## src/core/bcc_defs.vh

```
// bcc_defs.vh: timing constants for the bridge chopper current control
// assumes a 25 MHz core clock; counts derived from times in ns
`ifndef BCC_DEFS_VH
`define BCC_DEFS_VH
`define BCC_CLK_PERIOD_NS 40
// shoot_through_gap, least time, rounded up
`define BCC_GAP_NS 1000
`define BCC_GAP_CYC ((`BCC_GAP_NS + `BCC_CLK_PERIOD_NS - 1) / `BCC_CLK_PERIOD_NS)
// blanking after turn-on, least time, rounded up
`define BCC_BLANK_NS 1000
`define BCC_BLANK_CYC ((`BCC_BLANK_NS + `BCC_CLK_PERIOD_NS - 1) / `BCC_CLK_PERIOD_NS)
// minimum on time, least time, rounded up
`define BCC_TON_MIN_NS 1500
`define BCC_TON_MIN_CYC ((`BCC_TON_MIN_NS + `BCC_CLK_PERIOD_NS - 1) / `BCC_CLK_PERIOD_NS)
// default one-shot time for a 20k/1n timing network (0.6*R*C = 12 us)
`define BCC_TOFF_NS 12000
`define BCC_TOFF_CYC (`BCC_TOFF_NS / `BCC_CLK_PERIOD_NS)
`define BCC_CNT_W 16
`endif

```

## src/core/bcc_bridge.v

```verilog
// bcc_bridge.v: one full-bridge constant off-time chopper
// assumes comparator and control inputs are already synchronised to clock
`timescale 1ns/10ps
`default_nettype none
`include "bcc_defs.vh"
module bcc_bridge #(
  parameter CNT_W = `BCC_CNT_W,
  parameter [CNT_W-1:0] GAP_CYC = `BCC_GAP_CYC,
  parameter [CNT_W-1:0] BLANK_CYC = `BCC_BLANK_CYC,
  parameter [CNT_W-1:0] TON_MIN_CYC = `BCC_TON_MIN_CYC,
  parameter [CNT_W-1:0] TOFF_CYC = `BCC_TOFF_CYC
) (
  input wire clock,
  input wire resetn,
  input wire enable,
  input wire phase,
  input wire slow_decay,
  input wire over_ref,
  output reg hs1_reg,
  output reg ls1_reg,
  output reg hs2_reg,
  output reg ls2_reg,
  output reg chopping_reg
);
  // -------------------------------------------------
  // states
  // -------------------------------------------------
  localparam [4:0] S_IDLE = 5'b00001;
  localparam [4:0] S_GAPON = 5'b00010;
  localparam [4:0] S_ON = 5'b00100;
  localparam [4:0] S_GAPOFF = 5'b01000;
  localparam [4:0] S_RECT = 5'b10000;

  reg [4:0] state_reg;
  reg [4:0] state_next;
  reg [CNT_W-1:0] cnt_reg;
  reg [CNT_W-1:0] cnt_next;
  reg [CNT_W-1:0] ton_reg;
  reg [CNT_W-1:0] shot_reg;
  reg [CNT_W-1:0] shot_next;
  reg dir_reg;
  reg slow_reg;
  wire trip;
  wire drive_on;

  // blank and minimum on time both gate the comparator
  assign trip = over_ref && (ton_reg >= BLANK_CYC) && (ton_reg >= TON_MIN_CYC);

  // -------------------------------------------------
  // sequencer
  // -------------------------------------------------
  // gap state precedes every turn-on; one-shot keeps running through
  // the gap so that off time is one-shot plus one gap
  always @*
  begin
    state_next = state_reg;
    cnt_next = cnt_reg;
    shot_next = (shot_reg != {CNT_W{1'b0}}) ? shot_reg - 1'b1 : shot_reg;
    case (state_reg)
      S_IDLE:
      begin
        cnt_next = GAP_CYC;
        state_next = S_GAPON;
      end
      S_GAPON:
      begin
        // restore only after the gap once rectifier released
        if (cnt_reg <= 1)
          state_next = S_ON;
        else
          cnt_next = cnt_reg - 1'b1;
      end
      S_ON:
      begin
        if (trip || dir_reg != phase)
        begin
          state_next = S_GAPOFF;
          cnt_next = GAP_CYC;
          shot_next = trip ? TOFF_CYC : {CNT_W{1'b0}};
        end
      end
      S_GAPOFF:
      begin
        if (cnt_reg <= 1)
          state_next = (shot_reg == {CNT_W{1'b0}}) ? S_IDLE : S_RECT;
        else
          cnt_next = cnt_reg - 1'b1;
      end
      S_RECT:
      begin
        // stay off until the one-shot runs out
        if (shot_reg <= 1)
        begin
          state_next = S_GAPON;
          cnt_next = GAP_CYC;
        end
      end
      default:
        state_next = S_IDLE;
    endcase
  end

  // state registers; enable low forces idle
  always @(posedge clock)
  begin
    if (!resetn || !enable)
    begin
      state_reg <= S_IDLE;
      cnt_reg <= {CNT_W{1'b0}};
      shot_reg <= {CNT_W{1'b0}};
      ton_reg <= {CNT_W{1'b0}};
      dir_reg <= 1'b0;
      slow_reg <= 1'b0;
    end
    else
    begin
      state_reg <= state_next;
      cnt_reg <= cnt_next;
      shot_reg <= shot_next;
      // saturating on-time counter, cleared whenever not conducting
      if (state_reg == S_ON && ton_reg != {CNT_W{1'b1}})
        ton_reg <= ton_reg + 1'b1;
      else if (state_reg != S_ON)
        ton_reg <= {CNT_W{1'b0}};
      if (state_reg == S_IDLE)
        dir_reg <= phase;
      // decay mode latched at off-time start, stable for whole off phase
      if (state_reg == S_ON)
        slow_reg <= slow_decay;
    end
  end

  // -------------------------------------------------
  // gate drive
  // -------------------------------------------------
  // dir 1: hs1+ls2 conduct; dir 0: hs2+ls1 conduct
  assign drive_on = (state_reg == S_ON);

  always @(posedge clock)
  begin
    if (!resetn || !enable)
    begin
      hs1_reg <= 1'b0;
      ls1_reg <= 1'b0;
      hs2_reg <= 1'b0;
      ls2_reg <= 1'b0;
      chopping_reg <= 1'b0;
    end
    else
    begin
      chopping_reg <= (state_next == S_GAPOFF && state_reg == S_ON && trip) ||
        (state_reg == S_GAPOFF && shot_reg != 0) || state_reg == S_RECT;
      case (state_next)
        S_ON:
        begin
          hs1_reg <= dir_reg;
          ls2_reg <= dir_reg;
          hs2_reg <= !dir_reg;
          ls1_reg <= !dir_reg;
        end
        S_GAPOFF:
        begin
          // fast: both off; slow: only low side off
          hs1_reg <= (state_reg == S_ON) && trip && slow_decay && dir_reg;
          hs2_reg <= (state_reg == S_ON) && trip && slow_decay && !dir_reg;
          if (state_reg != S_ON)
          begin
            hs1_reg <= hs1_reg;
            hs2_reg <= hs2_reg;
          end
          ls1_reg <= 1'b0;
          ls2_reg <= 1'b0;
        end
        S_RECT:
        begin
          if (slow_reg)
          begin
            hs1_reg <= 1'b1;
            hs2_reg <= 1'b1;
            ls1_reg <= 1'b0;
            ls2_reg <= 1'b0;
          end
          else
          begin
            // only the low side across the conducting diode
            hs1_reg <= 1'b0;
            hs2_reg <= 1'b0;
            ls1_reg <= dir_reg;
            ls2_reg <= !dir_reg;
          end
        end
        S_GAPON:
        begin
          // rectifier released; in slow decay the conducting high
          // side stays on, the other one is released
          hs1_reg <= hs1_reg && slow_reg && dir_reg;
          hs2_reg <= hs2_reg && slow_reg && !dir_reg;
          ls1_reg <= 1'b0;
          ls2_reg <= 1'b0;
        end
        default:
        begin
          hs1_reg <= 1'b0;
          ls1_reg <= 1'b0;
          hs2_reg <= 1'b0;
          ls2_reg <= 1'b0;
        end
      endcase
    end
  end
endmodule
`default_nettype wire

```

## src/core/bcc_top.v

```verilog
// bcc_top.v: dual-bridge constant off-time chopping controller
// assumes comparator outputs, enable pin and decay select are async pins
//
// Overview of operation
// - A gap separates turning off one switch of a leg and turning on its partner.
// - Two independent choppers exist, one per bridge, each with its own sense input.
// - Sense above reference fires the one-shot which switches the bridge off at once.
// - The bridge stays off for the whole one-shot and turns on only after it expires.
// - The effective off time is the one-shot time plus one gap.
// - The comparator is ignored for a blanking time after turn-on.
// - A bridge once on is not chopped off by the comparator before the minimum on time; a phase change switches it off at once.
// - Decay select low gives fast decay: both conducting switches turn off.
// - Decay select high gives slow decay: only the low-side switch turns off.
// - Fast decay rectifies with the low side beside the conducting diode only.
// - Fast decay restores the on state one gap after the rectifier is released.
// - Slow decay turns on the opposite high side as rectifier after the gap.
// - Slow decay re-enables the low side one gap after the rectifier is released.
// - On overcurrent or overheating the device pulls the enable pin low itself.
`timescale 1ns/10ps
`default_nettype none
`include "bcc_defs.vh"
module bcc_top #(
  parameter CNT_W = `BCC_CNT_W,
  parameter [CNT_W-1:0] TOFF_A_CYC = `BCC_TOFF_CYC,
  parameter [CNT_W-1:0] TOFF_B_CYC = `BCC_TOFF_CYC
) (
  input wire clock,
  input wire resetn,
  input wire enable_in,
  output wire enable_out,
  output wire enable_oe,
  input wire fault_overcurrent,
  input wire fault_thermal,
  input wire slow_decay,
  input wire phase_a,
  input wire phase_b,
  input wire over_ref_a,
  input wire over_ref_b,
  output wire hs1_a,
  output wire ls1_a,
  output wire hs2_a,
  output wire ls2_a,
  output wire chopping_a,
  output wire hs1_b,
  output wire ls1_b,
  output wire hs2_b,
  output wire ls2_b,
  output wire chopping_b
);
  // -------------------------------------------------
  // input synchronisers
  // -------------------------------------------------
  // bit order: ref a, ref b, phase a, phase b, decay, enable, overcurrent, thermal
  localparam NSYNC = 8;
  reg [NSYNC-1:0] meta_reg;
  reg [NSYNC-1:0] sync_reg;
  reg pull_reg;

  // two flops per pin; first stage feeds nothing but the second
  always @(posedge clock)
  begin
    if (!resetn)
    begin
      meta_reg <= 8'h00;
      sync_reg <= 8'h00;
    end
    else
    begin
      meta_reg <= {fault_thermal, fault_overcurrent, enable_in, slow_decay,
        phase_b, phase_a, over_ref_b, over_ref_a};
      sync_reg <= meta_reg;
    end
  end

  // -------------------------------------------------
  // enable pin open-drain pull-down
  // -------------------------------------------------
  // pulled while a fault stands; release is left to the external rc
  always @(posedge clock)
  begin
    if (!resetn)
      pull_reg <= 1'b0;
    else
      pull_reg <= sync_reg[6] | sync_reg[7];
  end

  assign enable_out = 1'b0;
  assign enable_oe = pull_reg;

  // -------------------------------------------------
  // one chopper per bridge
  // -------------------------------------------------
  bcc_bridge #(.CNT_W(CNT_W), .TOFF_CYC(TOFF_A_CYC)) u_bridge_a (
    .clock(clock),
    .resetn(resetn),
    .enable(sync_reg[5] & ~pull_reg),
    .phase(sync_reg[2]),
    .slow_decay(sync_reg[4]),
    .over_ref(sync_reg[0]),
    .hs1_reg(hs1_a),
    .ls1_reg(ls1_a),
    .hs2_reg(hs2_a),
    .ls2_reg(ls2_a),
    .chopping_reg(chopping_a)
  );

  bcc_bridge #(.CNT_W(CNT_W), .TOFF_CYC(TOFF_B_CYC)) u_bridge_b (
    .clock(clock),
    .resetn(resetn),
    .enable(sync_reg[5] & ~pull_reg),
    .phase(sync_reg[3]),
    .slow_decay(sync_reg[4]),
    .over_ref(sync_reg[1]),
    .hs1_reg(hs1_b),
    .ls1_reg(ls1_b),
    .hs2_reg(hs2_b),
    .ls2_reg(ls2_b),
    .chopping_reg(chopping_b)
  );
endmodule
`default_nettype wire

```

## config.mk

```make
export PLATFORM = sky130hd
export DESIGN_NAME = bcc_top
export DESIGN_NICKNAME = d
export VERILOG_FILES = /design/src/core/bcc_bridge.v /design/src/core/bcc_top.v
export VERILOG_INCLUDE_DIRS = /design/src /design/src/core
export SDC_FILE = /design/constraint.sdc
export NUM_CORES = 1
export LEC_CHECK = 0
export BUFFER_PORTS_ARGS = -buffer_cell sky130_fd_sc_hd__buf_2
export CORE_ASPECT_RATIO = 0.75
export CORE_MARGIN = 4
export CORE_UTILIZATION = 45
export DETAILED_ROUTE_END_ITERATION = 7
export GPL_TIMING_DRIVEN = 0
export SETUP_SLACK_MARGIN = 0.02
export SLEW_MARGIN = 25
export SYNTH_ARGS = -nofsm -noshare
export SYNTH_HDL_FRONTEND = slang
export SYNTH_SLANG_ARGS = --single-unit
```

## constraint.sdc

```tcl
create_clock -name clock -period 2.45 [get_ports clock]
set_clock_uncertainty 0.05 [all_clocks]
set_input_delay 0.1225 -clock clock [delete_from_list [all_inputs] [get_ports clock]]
set_output_delay 0.1225 -clock clock [all_outputs]
set_load 0.01 [all_outputs]
```

Word level (Yosys, flattened, before mapping)
Cells that the tools add are included.
- word-level logic and storage cells: 175
- flip-flop bits (word level): 137
- input bits: 10
- eq/ne operators: 32
- bitwise gates (word level): 3
- muxes and demuxes: 50
- magnitude comparators: 8
- $add $sub $neg: 6
- reduce and logical (&&, ||, !) cells: 51
- operators with widths (cell ; count):
    two-way mux 16 bit ; 16
    case mux 16 bit (4 select lines) ; 2
    less-or-equal comparator 16 x 1 -> 1 bit (second input constant) ; 4
    subtractor 16 x 1 -> 16 bit (second input constant) ; 4
    two-way mux 5 bit ; 10
    case mux 5 bit (5 select lines) ; 2
    adder 16 x 1 -> 16 bit (second input constant) ; 2
    greater-or-equal comparator 16 x 5 -> 1 bit (second input constant) ; 2
    greater-or-equal comparator 16 x 6 -> 1 bit (second input constant) ; 2
    logical NOT 16 bit ; 2
    != test 16 bit (second input constant) ; 2
    nonzero test 16 bit ; 2
    logical AND 1 bit ; 28
    equality test 5 x 2 -> 1 bit (second input constant) ; 4
    equality test 5 x 3 -> 1 bit (second input constant) ; 4
    equality test 5 x 4 -> 1 bit (second input constant) ; 4
    equality test 5 bit (second input constant) ; 4
    two-way mux 9 bit ; 2
    case mux 1 bit (4 select lines) ; 4
    != test 2 bit (second input constant) ; 6
    equality test 5 x 1 -> 1 bit (second input constant) ; 2
    two-way mux 1 bit ; 10
    != test 5 x 3 -> 1 bit (second input constant) ; 2
    case mux 1 bit (2 select lines) ; 4
    11 further kinds ; 26

Longest topological paths before layout
- word-level depth: 11
- mapped depth: 10
- mapped depth without buffers: 8

Hierarchy
Synthesis repeated with hierarchy kept, for this count alone.
- cells, all modules: 797
- area total of the unflattened synthesis: 6695.2 sq um
- modules (own cells, without submodules) (module ; area each (sq um) ; times used ; cells each ; sequential area each (sq um)):
    bcc_bridge at u_bridge_a ; 3160.5 ; 1 ; 385 ; 1201.2
    bcc_bridge at u_bridge_b ; 3042.9 ; 1 ; 374 ; 1201.2
    bcc_top ; 491.7 ; 1 ; 38 ; 340.3

Worst setup path before layout
OpenSTA, ideal clock, no wires.
- path type: reg2reg
- start point: register u_bridge_a.shot_reg[12]
- end point: register u_bridge_a.cnt_reg[10]
- stages on the path, launching flop included: 10
- buffers on the path: 3
- arrival: 2.387 ns
- library setup time: 0.132 ns
- clock period less this slack: 2.570 ns
- slack: -0.120 ns
- cell sequence: dfxtp_1 or4_1 buf_2 or4_4 o21ai_2 nand4_2 buf_6 clkbuf_1 o31ai_1 a21oi_1
- longest elaborated chain between the ends: 3
- RTL lines (element ; RTL line ; text):
    start, declared ; bcc_bridge.v:39 ; reg [CNT_W-1:0] shot_reg;
    start signal, assigned ; bcc_bridge.v:110 ; shot_reg <= {CNT_W{1'b0}};
    start signal, assigned ; bcc_bridge.v:119 ; shot_reg <= shot_next;
    less-or-equal comparator 16 x 1 -> 1 bit ; bcc_bridge.v:92 ; if (shot_reg <= 1)
    != test 2 x 1 -> 1 bit (no line) ; - ;
    AND reduction 4 bit (no line) ; - ;
    end signal, assigned ; bcc_bridge.v:109 ; cnt_reg <= {CNT_W{1'b0}};
    end signal, assigned ; bcc_bridge.v:118 ; cnt_reg <= cnt_next;
    end, declared ; bcc_bridge.v:36 ; reg [CNT_W-1:0] cnt_reg;
No other way between the ends.
A chain may end at the register's enable or synchronous reset.

Final worst setup path
- start point: register u_bridge_a.cnt_reg[5]
- end point: register u_bridge_a.cnt_reg[13]
- longest elaborated chain between the ends: 3
- elaborated cells between the ends (all ways): 6
- RTL lines (element):
    subtractor 16 x 1 -> 16 bit / less-or-equal comparator 16 x 1 -> 1 bit (equally long branches)
    two-way mux 16 bit / != test 2 bit (equally long branches)
    case mux 16 bit (4 select lines) / AND reduction 4 bit (equally long branches)
Parallel ways exist; a longest one is shown, timed or not. The select of a mux whose other input is x is not followed.

==> flow_metrics.env <==
export IMPL_fin_ws_ns=-0.189
export IMPL_clockBufferDepth=2
export IMPL_seqCellArea_um2=2760
export IMPL_hpwlAfterDp_mm=10.8
export IMPL_gr_usage_met1=0.257
export IMPL_port_buffers=19
export IMPL_drtIter0Drc=324
export IMPL_path_clk_slew_ns=0.06
export IMPL_grt_pass1_vias=5706
export IMPL_rsz0062_at_grt="true"
export IMPL_fin_crit_ns=2.64
export IMPL_critPathMaxFanout=6
export IMPL_synth_area_um2=6700
export IMPL_async_flop_share=0
export IMPL_wl_per_cell_um=15.3
export IMPL_core_area_um2=14500
export IMPL_start_util=0.461
export IMPL_ant_nets=0
export IMPL_clock_fmax_mhz=379
export IMPL_yosysUniqueCellTypes=62
export IMPL_numCtsBuffers=17
export IMPL_grt_usage=0.194
export IMPL_ir_worst_vdd_v=0.000410
export IMPL_violations="negative setup slack"
export IMPL_areaGrowthSynthToFinish_pct=29.6
export IMPL_avgSynthCellArea_um2=8.49
export IMPL_avgViaCountPerCell=5.61
export IMPL_status="finished with violations"
export IMPL_synth_edff_count=0
export IMPL_worstPathArrival_ns=2.95
export IMPL_critical_path_class="flop to flop"
export IMPL_slew_headroom=0.437
export IMPL_hold_viol=0
export IMPL_ys_seq_area_frac=0.409
export IMPL_grt_max_degree=17
export IMPL_synth_net_count=813
export IMPL_worst_hold_slack_ns=0.0641
export IMPL_synth_ff_type="dfxtp_1"
export IMPL_ys_ff_latch=137
export IMPL_routabilityCongestion=0.860
export IMPL_io_pins=22
export IMPL_drc=0
export IMPL_n_antenna_cell=0
export IMPL_final_area_um2=8680
export IMPL_clkSinkCount=137
export IMPL_drive_gt1_frac=0.242
export IMPL_placed_area_um2=7130
export IMPL_htreeDepth=4
export IMPL_crit_path_start_kind="flop"
export IMPL_synthCells=789
export IMPL_use_met3=0.0453
export IMPL_dr_pass1_iters=5
export IMPL_period_share=1.08
export IMPL_slew_violations=0
export IMPL_power_leakage_nw=3.38
export IMPL_grt_use_met2=0.313
export IMPL_cts_root_buf="clkbuf_16"
export IMPL_drv_cap=0
export IMPL_cts_tree="yes"
export IMPL_insertion_delay_ns=0.42
export IMPL_p_per_area_nw_per_um2=595
export IMPL_wl_mm=16.6
export IMPL_antenna_found_initial=0
export IMPL_required_ns=2.76
export IMPL_grt_overflow=0
export IMPL_top_usage_layer="met2"
export IMPL_via_count=6051
export IMPL_filler_cell_count=1250
export IMPL_setup_viol=31
export IMPL_min_path_type="input pin to flop"
export IMPL_die_w_um=149
export IMPL_multi_input_area_um2=4220
export IMPL_worstSetupEndpointType="flop"
export IMPL_num_rows=38
export IMPL_worstMarginPinSlew_ns=0.824
export IMPL_grt_pass1_wl_mm=27.1
export IMPL_die_area_um2=16900
export IMPL_die_y_um=114
export IMPL_nets=890
export IMPL_yosysWarnings=0
-- per-layer routing --
| layer | share of wire | vias to the layer above |
|---|---|---|
| met5 | 0 | - |
| met4 | 0.014 | 0 |
| met3 | 0.048 | 26 |
| met2 | 0.46 | 152 |
| met1 | 0.47 | 2861 |
| li1 | - | 3012 |
-- timing repair --
action / 4_1_cts / 5_1_grt
hold buffers: 8 / 0
pin swaps: 29 / 30
buffers inserted: 14 / 21
endpoints found under the hold margin: 8 / 0
setup endpoints to repair: 70 / 74
cloned: 2 / 1
resized for setup: 65 / 87
-- through the flow --
step	worst slack [ns]	cells	utilization	power, mW	TNS [ns]
after floorplan	-0.0428	789	-	2.46	-0.200
after global placement	-0.863	1008	0.490	2.51	-20.30
after detailed placement	-0.879	1008	0.490	2.51	-19.56
after CTS	-0.180	1061	0.562	5.20	-2.53
after global routing	-0.248	1079	0.597	5.36	-5.56
final	-0.189	1079	0.597	5.17	-2.35
-- critical path, stage by stage (launching register included) --
cell     delay (ns)
dfxtp_1        0.37
or4_4          0.56
or3_4          0.39
or3_4          0.40
or2_2          0.30
or3_4          0.37
a21oi_2        0.14
-- kinds of logic (layout without fill, tap and decap cells) --
logic type	count (synthesis)	count (layout)	synth area share
buf+inv	62	152	0.0372
xor+xnor	56	56	0.0732
compound gates	157	157	0.149
fa+ha+maj	14	14	0.0261
flops	137	137	0.409
other cells	1	1	0.000560
mux	5	5	0.00766
simple gates	357	357	0.297
-- cell usage in the layout, fill, tap and decap left out, types with 9 or more instances in the layout --
cell type    n
nor3_1      16
o21ai_0     27
nand3b_1     9
a21oi_2     11
o211ai_1     9
and2_1      20
clkbuf_16   19
nand2_1     35
a21oi_1     35
or4_4       15
dfxtp_2     12
nand4_1     11
nand3_1     24
buf_4       33
dfxtp_1    124
xor2_1      28
nor2_1      92
nor4_1      10
buf_2       21
or3_1       21
ha_1        14
clkbuf_1    16
xnor2_1     27
inv_1       23
or4_1       20
and3_1      18
-- power breakdown --
group,leakage [nW],internal [mW],switching (mW)
registers,1.11,2.25,0.0167
logic,1.96,0.127,0.140
clock network,0.301,1.63,1.01
total,3.38,4.01,1.16
-- path summary, 6_finish.rpt --
path,startpoint,end,slack [ns],cells past startpoint
setup reg to reg,u_bridge_a.cnt_reg[5],u_bridge_a.cnt_reg[13],-0.19,6
hold reg to reg,meta_reg[5],sync_reg[5],0.38,1
setup / recovery,u_bridge_a.cnt_reg[5],u_bridge_a.cnt_reg[13],-0.19,6
hold / removal,resetn,sync_reg[7],0.06,2
-- layout make-up --
cell class,count,share of cell area
clock inverter,14,0.0196
timing repair buffer,65,0.0576
inverter,23,0.00994
tap,200,0.0288
buffer,32,0.0291
multi-input combinational,590,0.486
sequential,137,0.318
clock buffer,18,0.0506
-- cell usage after synthesis, types with 5 or more instances --
| cell type | count | area [um^2] |
|---|---|---|
| dfxtp_1 | 137 | 2740 |
| nor2_1 | 97 | 364 |
| a21oi_1 | 46 | 230 |
| nand2_1 | 36 | 135 |
| o21ai_0 | 36 | 180 |
| or4_1 | 33 | 248 |
| clkbuf_1 | 32 | 120 |
| xnor2_1 | 28 | 245 |
| xor2_1 | 28 | 245 |
| or3_1 | 27 | 169 |
| nand3_1 | 25 | 125 |
| inv_1 | 23 | 86.3 |
| and2_1 | 20 | 125 |
| nor3_1 | 20 | 100 |
| and3_1 | 18 | 113 |
| o31ai_1 | 17 | 128 |
| nor4_1 | 16 | 100 |
| ha_1 | 14 | 175 |
| nand4_1 | 11 | 68.8 |
| a211oi_1 | 9 | 67.6 |
| nand3b_1 | 9 | 67.6 |
| o211ai_1 | 9 | 67.6 |
| a31oi_1 | 6 | 37.5 |
| nand2b_1 | 6 | 37.5 |
| or2_2 | 6 | 37.5 |
| and4_1 | 5 | 43.8 |
| o21a_1 | 5 | 37.5 |
(Power assumes the default switching activity.)
